--- config.mk ---
export PLATFORM = sky130hd
export DESIGN_NAME = ris_sequencer
export DESIGN_NICKNAME = d
export VERILOG_FILES = /design/src/pkg/ris_pkg.sv /design/src/verilog/ris_sequencer.sv
export SDC_FILE = /design/constraint.sdc
export NUM_CORES = 1
export LEC_CHECK = 0
export CORE_MARGIN = 2
export CORE_UTILIZATION = 55
export CTS_BUF_LIST = sky130_fd_sc_hd__clkbuf_2 sky130_fd_sc_hd__clkbuf_4 sky130_fd_sc_hd__clkbuf_8
export DETAILED_ROUTE_END_ITERATION = 7
export DONT_BUFFER_PORTS = 1
export PLACE_DENSITY = 0.73
export SLEW_MARGIN = 40
export SYNTH_ARGS = -nofsm -noshare
export SYNTH_HDL_FRONTEND = slang
export SYNTH_SLANG_ARGS = --single-unit
--- constraint.sdc ---
create_clock -name mclk -period 3.9 [get_ports mclk]
set_input_delay 0.195 -clock mclk [delete_from_list [all_inputs] [get_ports mclk]]
set_output_delay 0.195 -clock mclk [all_outputs]
set_load 0.005 [all_outputs]
--- src/pkg/ris_pkg.sv ---
package ris_pkg;
    localparam int IP_W = 11;
    localparam logic [10:0] VEC_RESET = 11'h7fe;
    localparam logic [10:0] VEC_SWI = 11'h7fc;
    localparam logic [10:0] VEC_EXT = 11'h7fa;
    localparam logic [10:0] VEC_TMR = 11'h7f8;
    localparam logic [10:0] VEC_TMR_WAIT = 11'h7f6;
    localparam logic [10:0] VEC_NEXT = 11'h001;
    localparam logic [5:0] STK_PAGE = 6'h03;
    localparam logic [4:0] STK_TOP = 5'h1f;
    localparam logic [4:0] STK_BOTTOM = 5'h00;
    localparam logic [4:0] STK_STEP = 5'h01;
    // Power-on delay in instruction cycles; mclk is the instruction cycle
    localparam int POR_DELAY_INSTRUCTION_CYCLE = 1920;
    localparam int MCLK_PER_INSTRUCTION_CYCLE = 1;
    localparam int POR_CYCLES = POR_DELAY_INSTRUCTION_CYCLE * MCLK_PER_INSTRUCTION_CYCLE;
    localparam logic [10:0] POR_LAST = 11'(POR_CYCLES - 1);
    localparam logic [10:0] POR_ZERO = 11'h000;
    localparam logic [10:0] POR_STEP = 11'h001;
    localparam logic [7:0] TMR_ONE = 8'h01;
    localparam logic [7:0] TMR_ZERO = 8'h00;
    localparam logic [2:0] REG_CC = 3'h0;
    localparam logic [2:0] REG_TCTL = 3'h1;
    localparam logic [2:0] REG_SP = 3'h2;
    localparam logic [2:0] REG_IPL = 3'h3;
    localparam logic [2:0] REG_IPH = 3'h4;
    localparam logic [2:0] REG_STAT = 3'h5;
    localparam int TCTL_REQ = 7;
    localparam int TCTL_MASK = 6;
    localparam int CC_C = 0;
    localparam int CC_Z = 1;
    localparam int CC_N = 2;
    localparam int CC_I = 3;
    localparam int CC_H = 4;
    localparam logic [2:0] CC_PAD = 3'h7;
    localparam logic [4:0] CC_RESET = 5'h08;
    localparam logic [2:0] CALL_BYTES = 3'h2;
    localparam logic [2:0] TRAP_BYTES = 3'h5;
    localparam logic [2:0] CNT_LAST = 3'h1;
    localparam logic [2:0] SLOT_CC = 3'h0;
    localparam logic [2:0] SLOT_A = 3'h1;
    localparam logic [2:0] SLOT_X = 3'h2;
    localparam logic [2:0] SLOT_HI = 3'h3;
    localparam logic [2:0] SLOT_LO = 3'h4;
    localparam logic [2:0] SLOT_STEP = 3'h1;

    typedef enum logic [2:0] {
        OP_NONE = 3'b000, OP_CALL = 3'b001, OP_RET = 3'b010, OP_SWI = 3'b011,
        OP_RTI = 3'b100, OP_RSP = 3'b101, OP_WAIT = 3'b110, OP_STOP = 3'b111
    } ris_op_e;

    typedef enum logic [2:0] {
        ST_RESET = 3'b000, ST_RUN = 3'b001, ST_PUSH = 3'b010, ST_PULL = 3'b011,
        ST_PULL_END = 3'b100, ST_VEC_HI = 3'b101, ST_VEC_LO = 3'b110, ST_VEC_END = 3'b111
    } ris_state_e;

    typedef struct packed {
        ris_op_e op;
        logic [10:0] target;
    } ris_cmd_s;

    typedef struct packed {
        logic valid;
        logic is_add;
        logic upd_c;
        logic cin;
        logic [7:0] opa;
        logic [7:0] opb;
        logic [7:0] result;
        logic carry;
    } ris_alu_s;

    typedef struct packed {
        logic re;
        logic we;
        logic [10:0] addr;
        logic [7:0] wdata;
    } ris_mem_s;

    typedef struct packed {
        logic valid;
        logic [7:0] acc;
        logic [7:0] idx;
    } ris_rest_s;
endpackage

--- src/verilog/ris_sequencer.sv ---
// Functional notes
// RULE_01: Instruction pointer is an 11-bit register holding the next instruction address.
// RULE_02: Stack pointer is 11 bits, upper six fixed, addresses 60 to 7F hex.
// RULE_03: Any reset or stack-reset instruction loads the stack pointer with 7F hex.
// RULE_04: After 32 pushes the pointer wraps to 7F, silently overwriting old data.
// RULE_05: A call pushes two bytes, an interrupt entry pushes five.
// RULE_06: Push low pointer byte first, then high, then the rest; pull reversed.
// RULE_07: Half carry set on carry from bit 3 into bit 4 of an add.
// RULE_08: Global mask blocks external and timer interrupts; requests stay latched meanwhile.
// RULE_09: Negative copies result bit 7, zero flags zero result, carry records carry.
// RULE_10: Power-on holds reset 1920 cycles; a low reset pin extends it.
// RULE_11: Reset clears timer request, sets timer and global masks, clears latches and directions.
// RULE_12: Reset fetches the start address from the vector pair 7FE and 7FF.
// RULE_13: Reset leaves all other state, including other registers, untouched.
// RULE_14: Interrupts never abort an instruction; they are checked at instruction boundaries.
// RULE_15: External interrupt wins over timer interrupt when both are pending.
// RULE_16: Interrupt entry stacks registers and sets the global mask; return restores them.
// RULE_17: Timer request sets when the timer count goes from 01 to 00.
// RULE_18: Timer interrupt is taken only with timer mask and global mask clear.
// RULE_19: Timer vector is 7F8/7F9, or 7F6/7F7 when waiting.
// RULE_20: Taking the timer interrupt leaves the request set until software clears it.
// RULE_21: External interrupt by low level or latched falling edge, vector 7FA/7FB.
// RULE_22: Soft trap ignores the global mask, stacks like an interrupt, vector 7FC/7FD.
// RULE_23: Trap stacking order is pointer low, pointer high, index, accumulator, flags.
// RULE_24: A request still low after return is recognised again.
//
// Added by the designer: the address map and the plain strobed port.
`timescale 1ns/1ps
`default_nettype none
module ris_sequencer
    import ris_pkg::*;
#(
    parameter logic LEVEL_SENSE = 1'b1
) (
    input wire logic mclk,
    input wire logic sys_rst,
    input wire logic rst_pin_n,
    input wire logic irq_pin_n,
    input wire logic boundary,
    input wire logic cmd_valid,
    input wire ris_cmd_s cmd,
    input wire logic ip_load,
    input wire logic [10:0] ip_value,
    input wire logic [7:0] core_acc,
    input wire logic [7:0] core_idx,
    input wire ris_alu_s alu,
    input wire logic [7:0] timer_count,
    input wire logic [2:0] reg_addr,
    input wire logic [7:0] reg_wdata,
    input wire logic reg_we,
    input wire logic reg_re,
    output logic [7:0] reg_rdata,
    output var ris_mem_s mem,
    input wire logic [7:0] mem_rdata,
    output var ris_rest_s restore,
    output logic [10:0] ip,
    output logic [4:0] cc,
    output logic busy,
    output logic core_reset
);
    logic rst_s1, rst_s2;
    logic irq_s1, irq_s2, irq_s3;
    logic [10:0] por_cnt;
    logic por_done;
    logic in_reset;
    ris_state_e state, next_state;
    logic [2:0] cnt, slot, rd_slot;
    logic rd_vld, is_trap, is_rti;
    logic [10:0] vec_base, tgt;
    logic [7:0] a_hold, x_hold, cc_img, tmp_hi;
    logic [4:0] sp_low;
    logic [4:0] next_cc;
    logic [7:0] tmr_prev;
    logic tmr_flag, tmr_mask, ext_latch, wait_lat, stop_lat;

    // Pins are asynchronous; the second stage feeds logic, and the interrupt edge detect also uses the third
    always_ff @(posedge mclk or posedge sys_rst) begin
        if (sys_rst) begin
            rst_s1 <= 1'b0;
            rst_s2 <= 1'b0;
            irq_s1 <= 1'b1;
            irq_s2 <= 1'b1;
            irq_s3 <= 1'b1;
        end else begin
            rst_s1 <= rst_pin_n;
            rst_s2 <= rst_s1;
            irq_s1 <= irq_pin_n;
            irq_s2 <= irq_s1;
            irq_s3 <= irq_s2;
        end
    end

    always_ff @(posedge mclk or posedge sys_rst) begin
        if (sys_rst) begin
            por_cnt <= POR_ZERO;
            por_done <= 1'b0;
            in_reset <= 1'b1;
        end else begin
            if (!por_done) begin
                por_cnt <= por_cnt + POR_STEP; // [RULE_10]
            end
            por_done <= por_done | (por_cnt == POR_LAST); // [RULE_10]
            in_reset <= ~por_done | ~rst_s2; // [RULE_10]
        end
    end

    wire logic irq_fall = irq_s3 & ~irq_s2;
    wire logic wr_cc = reg_we & (reg_addr == REG_CC);
    wire logic wr_tctl = reg_we & (reg_addr == REG_TCTL);
    wire logic run = (state == ST_RUN) & ~in_reset;
    wire logic do_cmd = run & cmd_valid;
    // Level mode keeps asking while the pin is low, so a held line retriggers
    wire logic ext_req = ext_latch | (LEVEL_SENSE & ~irq_s2); // [RULE_21] [RULE_24]
    wire logic ext_go = ext_req & ~cc[CC_I]; // [RULE_08]
    wire logic tmr_go = tmr_flag & ~tmr_mask & ~cc[CC_I]; // [RULE_18]
    // Boundary with no command finishing, or any cycle while parked in low power
    wire logic check = run & ((boundary & ~cmd_valid) | wait_lat | stop_lat); // [RULE_14]
    wire logic take_ext = check & ext_go; // [RULE_15]
    wire logic take_tmr = check & ~ext_go & tmr_go; // [RULE_15]
    wire logic take_swi = do_cmd & (cmd.op == OP_SWI); // [RULE_22]
    wire logic ent_trap = take_ext | take_tmr | take_swi;
    wire logic ent_call = do_cmd & (cmd.op == OP_CALL);
    wire logic ent_pull = do_cmd & ((cmd.op == OP_RET) | (cmd.op == OP_RTI));
    wire logic tmr_vec_sel = wait_lat;
    wire logic [10:0] tmr_vec = tmr_vec_sel ? VEC_TMR_WAIT : VEC_TMR; // [RULE_19]
    wire logic [10:0] trap_vec = take_ext ? VEC_EXT : (take_tmr ? tmr_vec : VEC_SWI); // [RULE_21]
    wire logic tmr_set = (tmr_prev == TMR_ONE) & (timer_count == TMR_ZERO); // [RULE_17]
    wire logic [4:0] half_sum = {1'b0, alu.opa[3:0]} + {1'b0, alu.opb[3:0]} + {4'h0, alu.cin};
    wire logic [4:0] sp_dec = sp_low - STK_STEP;
    wire logic [4:0] sp_inc = sp_low + STK_STEP;
    wire logic [10:0] stk_addr = (state == ST_PULL) ? {STK_PAGE, sp_inc} : {STK_PAGE, sp_low}; // [RULE_02]
    wire logic last = (cnt == CNT_LAST);
    // Trap order on the way down: pointer low, high, index, accumulator, flags
    wire logic [7:0] push_byte = (slot == SLOT_LO) ? ip[7:0] :
                                 (slot == SLOT_HI) ? {5'h00, ip[10:8]} :
                                 (slot == SLOT_X) ? x_hold :
                                 (slot == SLOT_A) ? a_hold : cc_img; // [RULE_06] [RULE_23]
    wire logic cap_cc = rd_vld & (rd_slot == SLOT_CC);

    always_comb begin
        next_state = state;
        case (state)
            ST_RESET: next_state = ST_VEC_HI;
            ST_RUN: begin
                if (ent_trap | ent_call) begin
                    next_state = ST_PUSH;
                end else if (ent_pull) begin
                    next_state = ST_PULL;
                end
            end
            ST_PUSH: next_state = last ? (is_trap ? ST_VEC_HI : ST_RUN) : ST_PUSH;
            ST_PULL: next_state = last ? ST_PULL_END : ST_PULL;
            ST_PULL_END: next_state = ST_RUN;
            ST_VEC_HI: next_state = ST_VEC_LO;
            ST_VEC_LO: next_state = ST_VEC_END;
            ST_VEC_END: next_state = ST_RUN;
            default: next_state = ST_RESET;
        endcase
        if (in_reset) begin
            next_state = ST_RESET; // [RULE_12]
        end
    end

    assign mem = '{re: (state == ST_PULL) | (state == ST_VEC_HI) | (state == ST_VEC_LO),
                   we: (state == ST_PUSH),
                   addr: (state == ST_VEC_HI) ? vec_base :
                         (state == ST_VEC_LO) ? vec_base + VEC_NEXT : stk_addr,
                   wdata: (state == ST_PUSH) ? push_byte : 8'h00};
    assign busy = (state != ST_RUN) | in_reset;

    always_ff @(posedge mclk or posedge sys_rst) begin
        if (sys_rst) begin
            state <= ST_RESET;
            cnt <= 3'h0;
            slot <= SLOT_CC;
            is_trap <= 1'b0;
            is_rti <= 1'b0;
            vec_base <= VEC_RESET;
            tgt <= 11'h000;
            a_hold <= 8'h00;
            x_hold <= 8'h00;
            cc_img <= 8'h00;
        end else begin
            state <= next_state;
            if (state == ST_RESET) begin
                vec_base <= VEC_RESET; // [RULE_12]
            end else if (ent_trap | ent_call) begin
                cnt <= ent_call ? CALL_BYTES : TRAP_BYTES; // [RULE_05]
                slot <= SLOT_LO; // [RULE_06]
                is_trap <= ent_trap;
                vec_base <= trap_vec;
                tgt <= cmd.target;
                a_hold <= core_acc;
                x_hold <= core_idx;
                cc_img <= {CC_PAD, cc}; // [RULE_16]
            end else if (ent_pull) begin
                cnt <= (cmd.op == OP_RTI) ? TRAP_BYTES : CALL_BYTES; // [RULE_05]
                slot <= (cmd.op == OP_RTI) ? SLOT_CC : SLOT_HI; // [RULE_06] [RULE_23]
                is_rti <= (cmd.op == OP_RTI);
            end else if (state == ST_PUSH) begin
                cnt <= cnt - CNT_LAST;
                slot <= slot - SLOT_STEP;
            end else if (state == ST_PULL) begin
                cnt <= cnt - CNT_LAST;
                slot <= slot + SLOT_STEP;
            end
        end
    end

    always_ff @(posedge mclk or posedge sys_rst) begin
        if (sys_rst) begin
            rd_vld <= 1'b0;
            rd_slot <= SLOT_CC;
            tmp_hi <= 8'h00;
            restore <= '0;
        end else begin
            rd_vld <= (state == ST_PULL);
            rd_slot <= slot;
            if ((state == ST_VEC_LO) | (rd_vld & (rd_slot == SLOT_HI))) begin
                tmp_hi <= mem_rdata;
            end
            if (rd_vld & (rd_slot == SLOT_A)) begin
                restore.acc <= mem_rdata; // [RULE_16]
            end
            if (rd_vld & (rd_slot == SLOT_X)) begin
                restore.idx <= mem_rdata; // [RULE_16]
            end
            restore.valid <= (state == ST_PULL_END) & is_rti & ~in_reset;
        end
    end

    // Stack window is only five bits wide; overflow wraps with no warning
    always_ff @(posedge mclk or posedge sys_rst) begin
        if (sys_rst) begin
            sp_low <= STK_TOP;
        end else if (in_reset | (do_cmd & (cmd.op == OP_RSP))) begin
            sp_low <= STK_TOP; // [RULE_03]
        end else if (state == ST_PUSH) begin
            sp_low <= sp_dec; // [RULE_04]
        end else if (state == ST_PULL) begin
            sp_low <= sp_inc;
        end
    end

    // Only sys_rst touches the pointer (loads 000); pin and power-on reset leave it, and the vector fetch overwrites it later
    always_ff @(posedge mclk or posedge sys_rst) begin
        if (sys_rst) begin
            ip <= 11'h000;
        end else if ((state == ST_VEC_END) | (state == ST_PULL_END)) begin
            ip <= {tmp_hi[2:0], mem_rdata}; // [RULE_01] [RULE_13]
        end else if ((state == ST_PUSH) & last & ~is_trap) begin
            ip <= tgt;
        end else if (run & ip_load & ~ent_trap) begin
            ip <= ip_value; // [RULE_01]
        end
    end

    always_comb begin
        next_cc = cc;
        if (alu.valid & run) begin
            next_cc[CC_N] = alu.result[7]; // [RULE_09]
            next_cc[CC_Z] = (alu.result == 8'h00); // [RULE_09]
            if (alu.upd_c) begin
                next_cc[CC_C] = alu.carry; // [RULE_09]
            end
            if (alu.is_add) begin
                next_cc[CC_H] = half_sum[4]; // [RULE_07]
            end
        end
        if (wr_cc) begin
            next_cc = reg_wdata[4:0];
        end
        if (cap_cc) begin
            next_cc = mem_rdata[4:0]; // [RULE_16]
        end
        if (do_cmd & ((cmd.op == OP_WAIT) | (cmd.op == OP_STOP))) begin
            next_cc[CC_I] = 1'b0;
        end
        if (ent_trap) begin
            next_cc[CC_I] = 1'b1; // [RULE_16]
        end
        if (in_reset) begin
            next_cc[CC_I] = 1'b1; // [RULE_11]
        end
    end

    always_ff @(posedge mclk or posedge sys_rst) begin
        if (sys_rst) begin
            cc <= CC_RESET;
        end else begin
            cc <= next_cc;
        end
    end

    // A count hitting zero in the same cycle as a software clear still sets
    always_ff @(posedge mclk or posedge sys_rst) begin
        if (sys_rst) begin
            tmr_prev <= TMR_ZERO;
            tmr_flag <= 1'b0;
            tmr_mask <= 1'b1;
        end else begin
            tmr_prev <= timer_count;
            if (in_reset | (do_cmd & (cmd.op == OP_STOP))) begin
                tmr_flag <= 1'b0; // [RULE_11]
                tmr_mask <= 1'b1; // [RULE_11]
            end else begin
                tmr_flag <= tmr_set | (wr_tctl ? reg_wdata[TCTL_REQ] : tmr_flag); // [RULE_17] [RULE_20]
                tmr_mask <= wr_tctl ? reg_wdata[TCTL_MASK] : tmr_mask;
            end
        end
    end

    always_ff @(posedge mclk or posedge sys_rst) begin
        if (sys_rst) begin
            ext_latch <= 1'b0;
            wait_lat <= 1'b0;
            stop_lat <= 1'b0;
        end else if (in_reset) begin
            ext_latch <= 1'b0; // [RULE_11]
            wait_lat <= 1'b0; // [RULE_11]
            stop_lat <= 1'b0; // [RULE_11]
        end else begin
            ext_latch <= irq_fall | (ext_latch & ~take_ext); // [RULE_08] [RULE_21]
            wait_lat <= (wait_lat & ~ent_trap) | (do_cmd & (cmd.op == OP_WAIT));
            stop_lat <= (stop_lat & ~ent_trap) | (do_cmd & (cmd.op == OP_STOP));
        end
    end

    // Port direction bits live in the core; this level only drives core_reset from in_reset, and the core clears them
    always_ff @(posedge mclk or posedge sys_rst) begin
        if (sys_rst) begin
            core_reset <= 1'b1;
        end else begin
            core_reset <= in_reset; // [RULE_11]
        end
    end

    wire logic [7:0] rd_mux = (reg_addr == REG_CC) ? {CC_PAD, cc} :
                              (reg_addr == REG_TCTL) ? {tmr_flag, tmr_mask, 6'h00} :
                              (reg_addr == REG_SP) ? {STK_PAGE[2:0], sp_low} :
                              (reg_addr == REG_IPL) ? ip[7:0] :
                              (reg_addr == REG_IPH) ? {5'h00, ip[10:8]} :
                              (reg_addr == REG_STAT) ?
                                  {4'h0, in_reset, ext_latch, stop_lat, wait_lat} : 8'h00;

    always_ff @(posedge mclk or posedge sys_rst) begin
        if (sys_rst) begin
            reg_rdata <= 8'h00;
        end else begin
            reg_rdata <= reg_re ? rd_mux : 8'h00;
        end
    end

    property p_stack_window;
        @(posedge mclk) disable iff (sys_rst)
        ((state == ST_PUSH) | (state == ST_PULL)) |-> (mem.addr[10:5] == STK_PAGE);
    endproperty
    a_stack_window: assert property (p_stack_window) else $error("stack outside window"); // [RULE_02]

    property p_sp_reset;
        @(posedge mclk) disable iff (sys_rst)
        in_reset |=> (sp_low == STK_TOP);
    endproperty
    a_sp_reset: assert property (p_sp_reset) else $error("sp not at top in reset"); // [RULE_03]

    property p_wrap;
        @(posedge mclk) disable iff (sys_rst)
        ((state == ST_PUSH) & (sp_low == STK_BOTTOM) & ~in_reset) |=> (sp_low == STK_TOP);
    endproperty
    a_wrap: assert property (p_wrap) else $error("stack did not wrap"); // [RULE_04]

    property p_por_hold;
        @(posedge mclk) disable iff (sys_rst)
        !por_done |=> in_reset;
    endproperty
    a_por_hold: assert property (p_por_hold) else $error("left reset early"); // [RULE_10]

    property p_reset_vec;
        @(posedge mclk) disable iff (sys_rst)
        $fell(in_reset) |-> ##[1:2] (mem.re & (mem.addr == VEC_RESET));
    endproperty
    a_reset_vec: assert property (p_reset_vec) else $error("no reset vector fetch"); // [RULE_12]

    property p_tmr_set;
        @(posedge mclk) disable iff (sys_rst)
        (tmr_set & ~in_reset & ~do_cmd) |=> tmr_flag;
    endproperty
    a_tmr_set: assert property (p_tmr_set) else $error("timer request not set"); // [RULE_17]

    property p_tmr_keep;
        @(posedge mclk) disable iff (sys_rst)
        (take_tmr & ~wr_tctl) |=> (tmr_flag & (state == ST_PUSH)) [*2];
    endproperty
    a_tmr_keep: assert property (p_tmr_keep) else $error("timer request lost on entry"); // [RULE_20]

    property p_masked;
        @(posedge mclk) disable iff (sys_rst)
        cc[CC_I] |-> !(take_ext | take_tmr);
    endproperty
    a_masked: assert property (p_masked) else $error("interrupt taken while masked"); // [RULE_08]

    property p_prio;
        @(posedge mclk) disable iff (sys_rst)
        (check & ext_go & tmr_go) |=> (vec_base == VEC_EXT) ##5 (mem.addr == VEC_EXT);
    endproperty
    a_prio: assert property (p_prio) else $error("timer beat external"); // [RULE_15]

    property p_half;
        @(posedge mclk) disable iff (sys_rst)
        (alu.valid & alu.is_add & run & ~wr_cc) |=> (cc[CC_H] == $past(half_sum[4]));
    endproperty
    a_half: assert property (p_half) else $error("half carry wrong"); // [RULE_07]

    property p_entry_mask;
        @(posedge mclk) disable iff (sys_rst)
        (ent_trap & ~in_reset) |=> cc[CC_I] & (cc_img[CC_I] == $past(cc[CC_I]));
    endproperty
    a_entry_mask: assert property (p_entry_mask) else $error("entry did not mask"); // [RULE_16]

    property p_swi;
        @(posedge mclk) disable iff (sys_rst)
        take_swi |=> (state == ST_PUSH) & (vec_base == VEC_SWI);
    endproperty
    a_swi: assert property (p_swi) else $error("soft trap not taken"); // [RULE_22]
endmodule // ris_sequencer
`default_nettype wire
; Yosys cells after proc, flatten, opt, wreduce, memory -nomap -nowiden
; Cells that the tools add are included.
[word_totals]
out_inout_bits = 64
word_cells = 227
ff_bits = 140
[op_classes]
n_addsub = 9
eq_ne = 31
n_mux = 60
reduce_logical = 20
n_bitwise = 69
[op_table]
columns = cell, n
row1 = 8-bit two-way mux, 10
row2 = 11-bit two-way mux, 7
row3 = 3-bit two-way mux, 17
row4 = 1-bit AND, 35
row5 = 3-bit equality test (second input constant), 11
row6 = 3-bit by 2-bit equality test with 1-bit output (second input constant), 10
row7 = 5-bit two-way mux, 6
row8 = 11-bit by 1-bit adder with 11-bit output (second input constant), 2
row9 = 1-bit OR, 21
row10 = 3-bit one-hot mux with 7 select lines, 1
row11 = 4-bit two-way mux, 5
row12 = 3-bit by 1-bit equality test with 1-bit output (second input constant), 6
row13 = 8-bit logical NOT, 2
row14 = 3-bit nonzero test, 5
row15 = 1-bit two-way mux, 13
row16 = 1-bit NOT, 13
row17 = 11-bit equality test (second input constant), 1
row18 = 3-bit logical NOT, 3
row19 = 8-bit by 1-bit equality test with 1-bit output (second input constant), 1
row20 = 2-bit AND reduction, 4
row21 = 3-bit by 1-bit subtractor with 3-bit output (second input constant), 2
row22 = 4-bit by 4-bit adder with 5-bit output, 1
row23 = 5-bit by 1-bit adder with 5-bit output, 1
row24 = 5-bit by 1-bit adder with 5-bit output (second input constant), 1
row25 = other kinds (10), 11

; Longest topological paths before layout
[depth]
depth_word = 14
depth_mapped = 9

; Worst setup path before layout
; OpenSTA, ideal clock, no wires.
[synth_path]
kind = register to register
start = reg state[0]
end = reg ip[0]
period_less_slack_ps = 2221
path_stages_with_launch = 9
setup_ps = 125
n_path_buf = 4
t_arrival_ps = 2096
path_slack_ps = 1679
path_cell_list = dfrtp_1 > buf_2 > or3b_1 > buf_2 > or3_1 > clkbuf_1 > nand3_1 > buf_2 > mux2_2
[synth_between]
elab_chain_len = 10
elab_cells_between_ends = 22
[synth_lines]
columns = element, line_no
row1 = "start, declared", ris_sequencer.sv:66  ; ris_state_e state, next_state;
row2 = "start signal, assigned", ris_sequencer.sv:184  ; state <= next_state;
row3 = 3-bit by 1-bit equality test with 1-bit output, ris_sequencer.sv:110  ; wire logic run = (state == ST_RUN) & ~in_reset;
row4 = 1-bit AND, ris_sequencer.sv:110
row5 = 1-bit AND, ris_sequencer.sv:117  ; wire logic check = run & ((boundary & ~cmd_valid) | wait_lat | stop_lat);
row6 = 1-bit AND (2 in series), ris_sequencer.sv:119  ; wire logic take_tmr = check & ~ext_go & tmr_go;
row7 = 1-bit OR (2 in series), ris_sequencer.sv:121  ; wire logic ent_trap = take_ext | take_tmr | take_swi;
row8 = 1-bit NOT, ris_sequencer.sv:253  ; end else if (run & ip_load & ~ent_trap) begin
row9 = 1-bit AND, ris_sequencer.sv:253
row10 = 3-bit nonzero test (no line), -
row11 = "end signal, assigned", ris_sequencer.sv:250  ; ip <= {tmp_hi[2:0], mem_rdata};
row12 = "end signal, assigned", ris_sequencer.sv:252  ; ip <= tgt;
row13 = "end signal, assigned", ris_sequencer.sv:254  ; ip <= ip_value;
row14 = "end, declared", ris_sequencer.sv:56  ; output logic [10:0] ip,
; Parallel ways exist; a longest one is shown, timed or not.
; A chain may end at the register's enable or synchronous reset.

; Worst setup path after layout
[layout_path]
start = reg state[0]
end = reg ip[7]
; The elaborated chain is that of the path after synthesis.

==> results_dict.tcl <==
set metrics [dict create \
    postSynthAreaPerCell_um2 10.9 \
    drtIter0Drc 428 \
    p_leak_nw 3.50 \
    cts_buffers 17 \
    cp-start-kind "register" \
    period_minus_slack_ns 3.08 \
    final_nets 778 \
    worst_slew_pin_slew_ns 0.806 \
    grt_pass1_wl_um 27400 \
    clk_latency_ns 0.46 \
    track_usage_pct 28.1 \
    wl_um 17500 \
    clock.fmax_ghz 0.325 \
    gp_congestion 0.856 \
    grt_pass1_vias 5078 \
    layout.cell_area.non_filler_mm2 0.00782 \
    final_cells 817 \
    worstSetupPathType "reg2reg" \
    synth_cell_type_count 63 \
    p_per_area_mw_per_mm2 378 \
    place_area_mm2 0.00670 \
    rows 40 \
    peakVddDrop_mv 0.268 \
    status "completed" \
    cts_tree "done" \
    ys_seq_area_share_pct 50.2 \
    drc 0 \
    rsz0062_at_grt "false" \
    fin_setup_tns_ns 0 \
    hp-class "in2reg" \
    dp_hpwl_um 11700 \
    hold_viol 0 \
    drv_slew 0 \
    design.core.area_mm2 0.0119 \
    start_util_pct 55.8 \
    overflow 0 \
    post_cts_resized 0 \
    async_reset_ff_share_pct 100 \
    die_h_um 114 \
    wire_per_inst_um 21.4 \
    syn_inst 607 \
    synth-edff-count 0 \
    finClkSkew_ns 0.00966 \
    root_buffer "clkbuf_8" \
    die_area_mm2 0.0129 \
    setup_viol 0 \
    area_growth_pct 18.2 \
    numPortBuffers 0 \
    layout_common_cells "117 x dfrtp_1, 67 x mux2_2, 63 x dlygate4sd3_1, 51 x a21oi_1, 48 x nor2_1" \
    finalCritPeriodShare_pct 78.9 \
    vias 5029 \
    pin_count 170 \
    crit_path_end_kind "register" \
    r2r_setup_slack_ns 0.82 \
    grt_max_degree 77 \
    cts.clk_slew.worst_paths_ns 0.07 \
    max-slew-margin-rel_pct 46.0 \
    htreeDepth 4 \
    diodes 0 \
    cts.sinks 132 \
    cap_viol_max_count 0 \
    cts_buffer_depth 2 \
    drive_gt1_share_pct 19.6 \
    syn_area_mm2 0.00662 \
    drtAntennaViolNets 0 \
    worst_slack_ns 0.821 \
    layout_commonest_cell "dfrtp_1" \
    synthFlopType "dfrtp_1" \
    synth_seq_cells 132 \
    yosysWarnings 0 \
    dr.pass1.iters 6 \
    antenna_found_initial 0 \
    crit_path_max_fanout 17 \
    post-place-ws_ns 0.892 \
    vias_per_cell 6.16 \
    required_ns 4.24 \
    cp.arrival_ns 3.42 \
    fp.dieW_um 114 \
    holdWs_ns 0.0349 \
    dp_cells 722 \
]
[Yosys cell counts (7+ instances only)]
cell type	number	area share [%]
dfrtp_1	117	44
mux2_2	67	11
a21oi_1	51	3.9
nor2_1	49	2.8
mux2i_1	33	5.0
nand2_1	33	1.9
clkbuf_1	27	1.5
inv_1	18	1.0
o21ai_0	17	1.3
dfstp_2	15	6.0
ha_1	15	2.8
xnor2_1	14	1.9
nand3_1	13	0.98
nand2b_1	11	1.0
nor2b_1	10	0.95
a31oi_1	9	0.85
xor2_1	7	0.93
[cells by family (layout without fill, tap and decap cells)]
| family | Yosys count | after routing | synth area share [%] |
|---|---|---|---|
| flops | 132 | 132 | 50.2 |
| simple gates | 164 | 164 | 12.9 |
| mux | 100 | 100 | 16.4 |
| other cells | 1 | 2 | 0.0567 |
| fa+ha+maj | 15 | 15 | 2.84 |
| xor+xnor | 21 | 21 | 2.78 |
| buf+inv | 55 | 117 | 3.59 |
| compound gates | 119 | 119 | 11.2 |
[worst paths after layout]
path | startpoint | endpoint | cells past startpoint
worst max-delay path | state[0] | ip[7] | 4
worst min-delay path | cmd[13] | is_rti | 2
worst max register to register | state[0] | ip[7] | 4
worst min register to register | rst_s1 | rst_s2 | 0
max in group asynchronous | sys_rst | in_reset | 3
min in group asynchronous | sys_rst | tmr_prev[2] | 2
[sequential cells by signal (all words and copies together), names as in the netlist, 3 cells and up]
| name | cells |
|---|---|
| restore | 17 |
| ip | 11 |
| por_cnt | 11 |
| tgt | 11 |
| a_hold | 8 |
| reg_rdata | 8 |
| tmr_prev | 8 |
| x_hold | 8 |
| cc_img | 6 |
| cc | 5 |
| sp_low | 5 |
| cnt | 3 |
| rd_slot | 3 |
| slot | 3 |
| state | 3 |
| tmp_hi | 3 |
| vec_base | 3 |
[report_power, final]
| group | internal [mW] | switching [mW] | total (mW) |
|---|---|---|---|
| sequential | 1.39 | 0.0339 | 1.43 |
| combinational | 0.0855 | 0.0753 | 0.161 |
| clock | 0.813 | 0.557 | 1.37 |
| total | 2.29 | 0.666 | 2.96 |
[critical path, cell delays in order (launching register included)]
cell and delay [ns]:
dfrtp_1 0.60, or3b_1 0.62, or3_1 0.73, nand3_1 0.61
mux2_2 0.41
[final cells by class]
type,instances,area (µm²)
Clock buffer,21,277
Clock inverter,11,196
Fill cell,895,4040
Inverter,18,72.6
Multi-Input combinational cell,421,3100
Sequential cell,132,3320
Tap cell,147,184
Timing Repair Buffer,67,673
[what timing repair did]
| item | in CTS | in global routing |
|---|---|---|
| setup buffers | 0 | 0 |
| hold buffers | 63 | 0 |
| hold endpoints to repair | 135 | 0 |
[through the flow]
step | utilization (%) | power [mW]
after CTS | 65.8 | 2.98
after floorplan | - | 1.52
after global placement | 56.4 | 1.55
final | 65.9 | 2.96
after detailed placement | 56.5 | 1.55
after global routing | 65.9 | 3.05
[layer usage]
metal,global-route usage [%],wire length [µm]
met1,35.3,7110
met5,0,0
met3,8.55,1240
met2,46.2,8660
met4,10.3,461
Note: power is estimated with default switching activity, not from simulation.
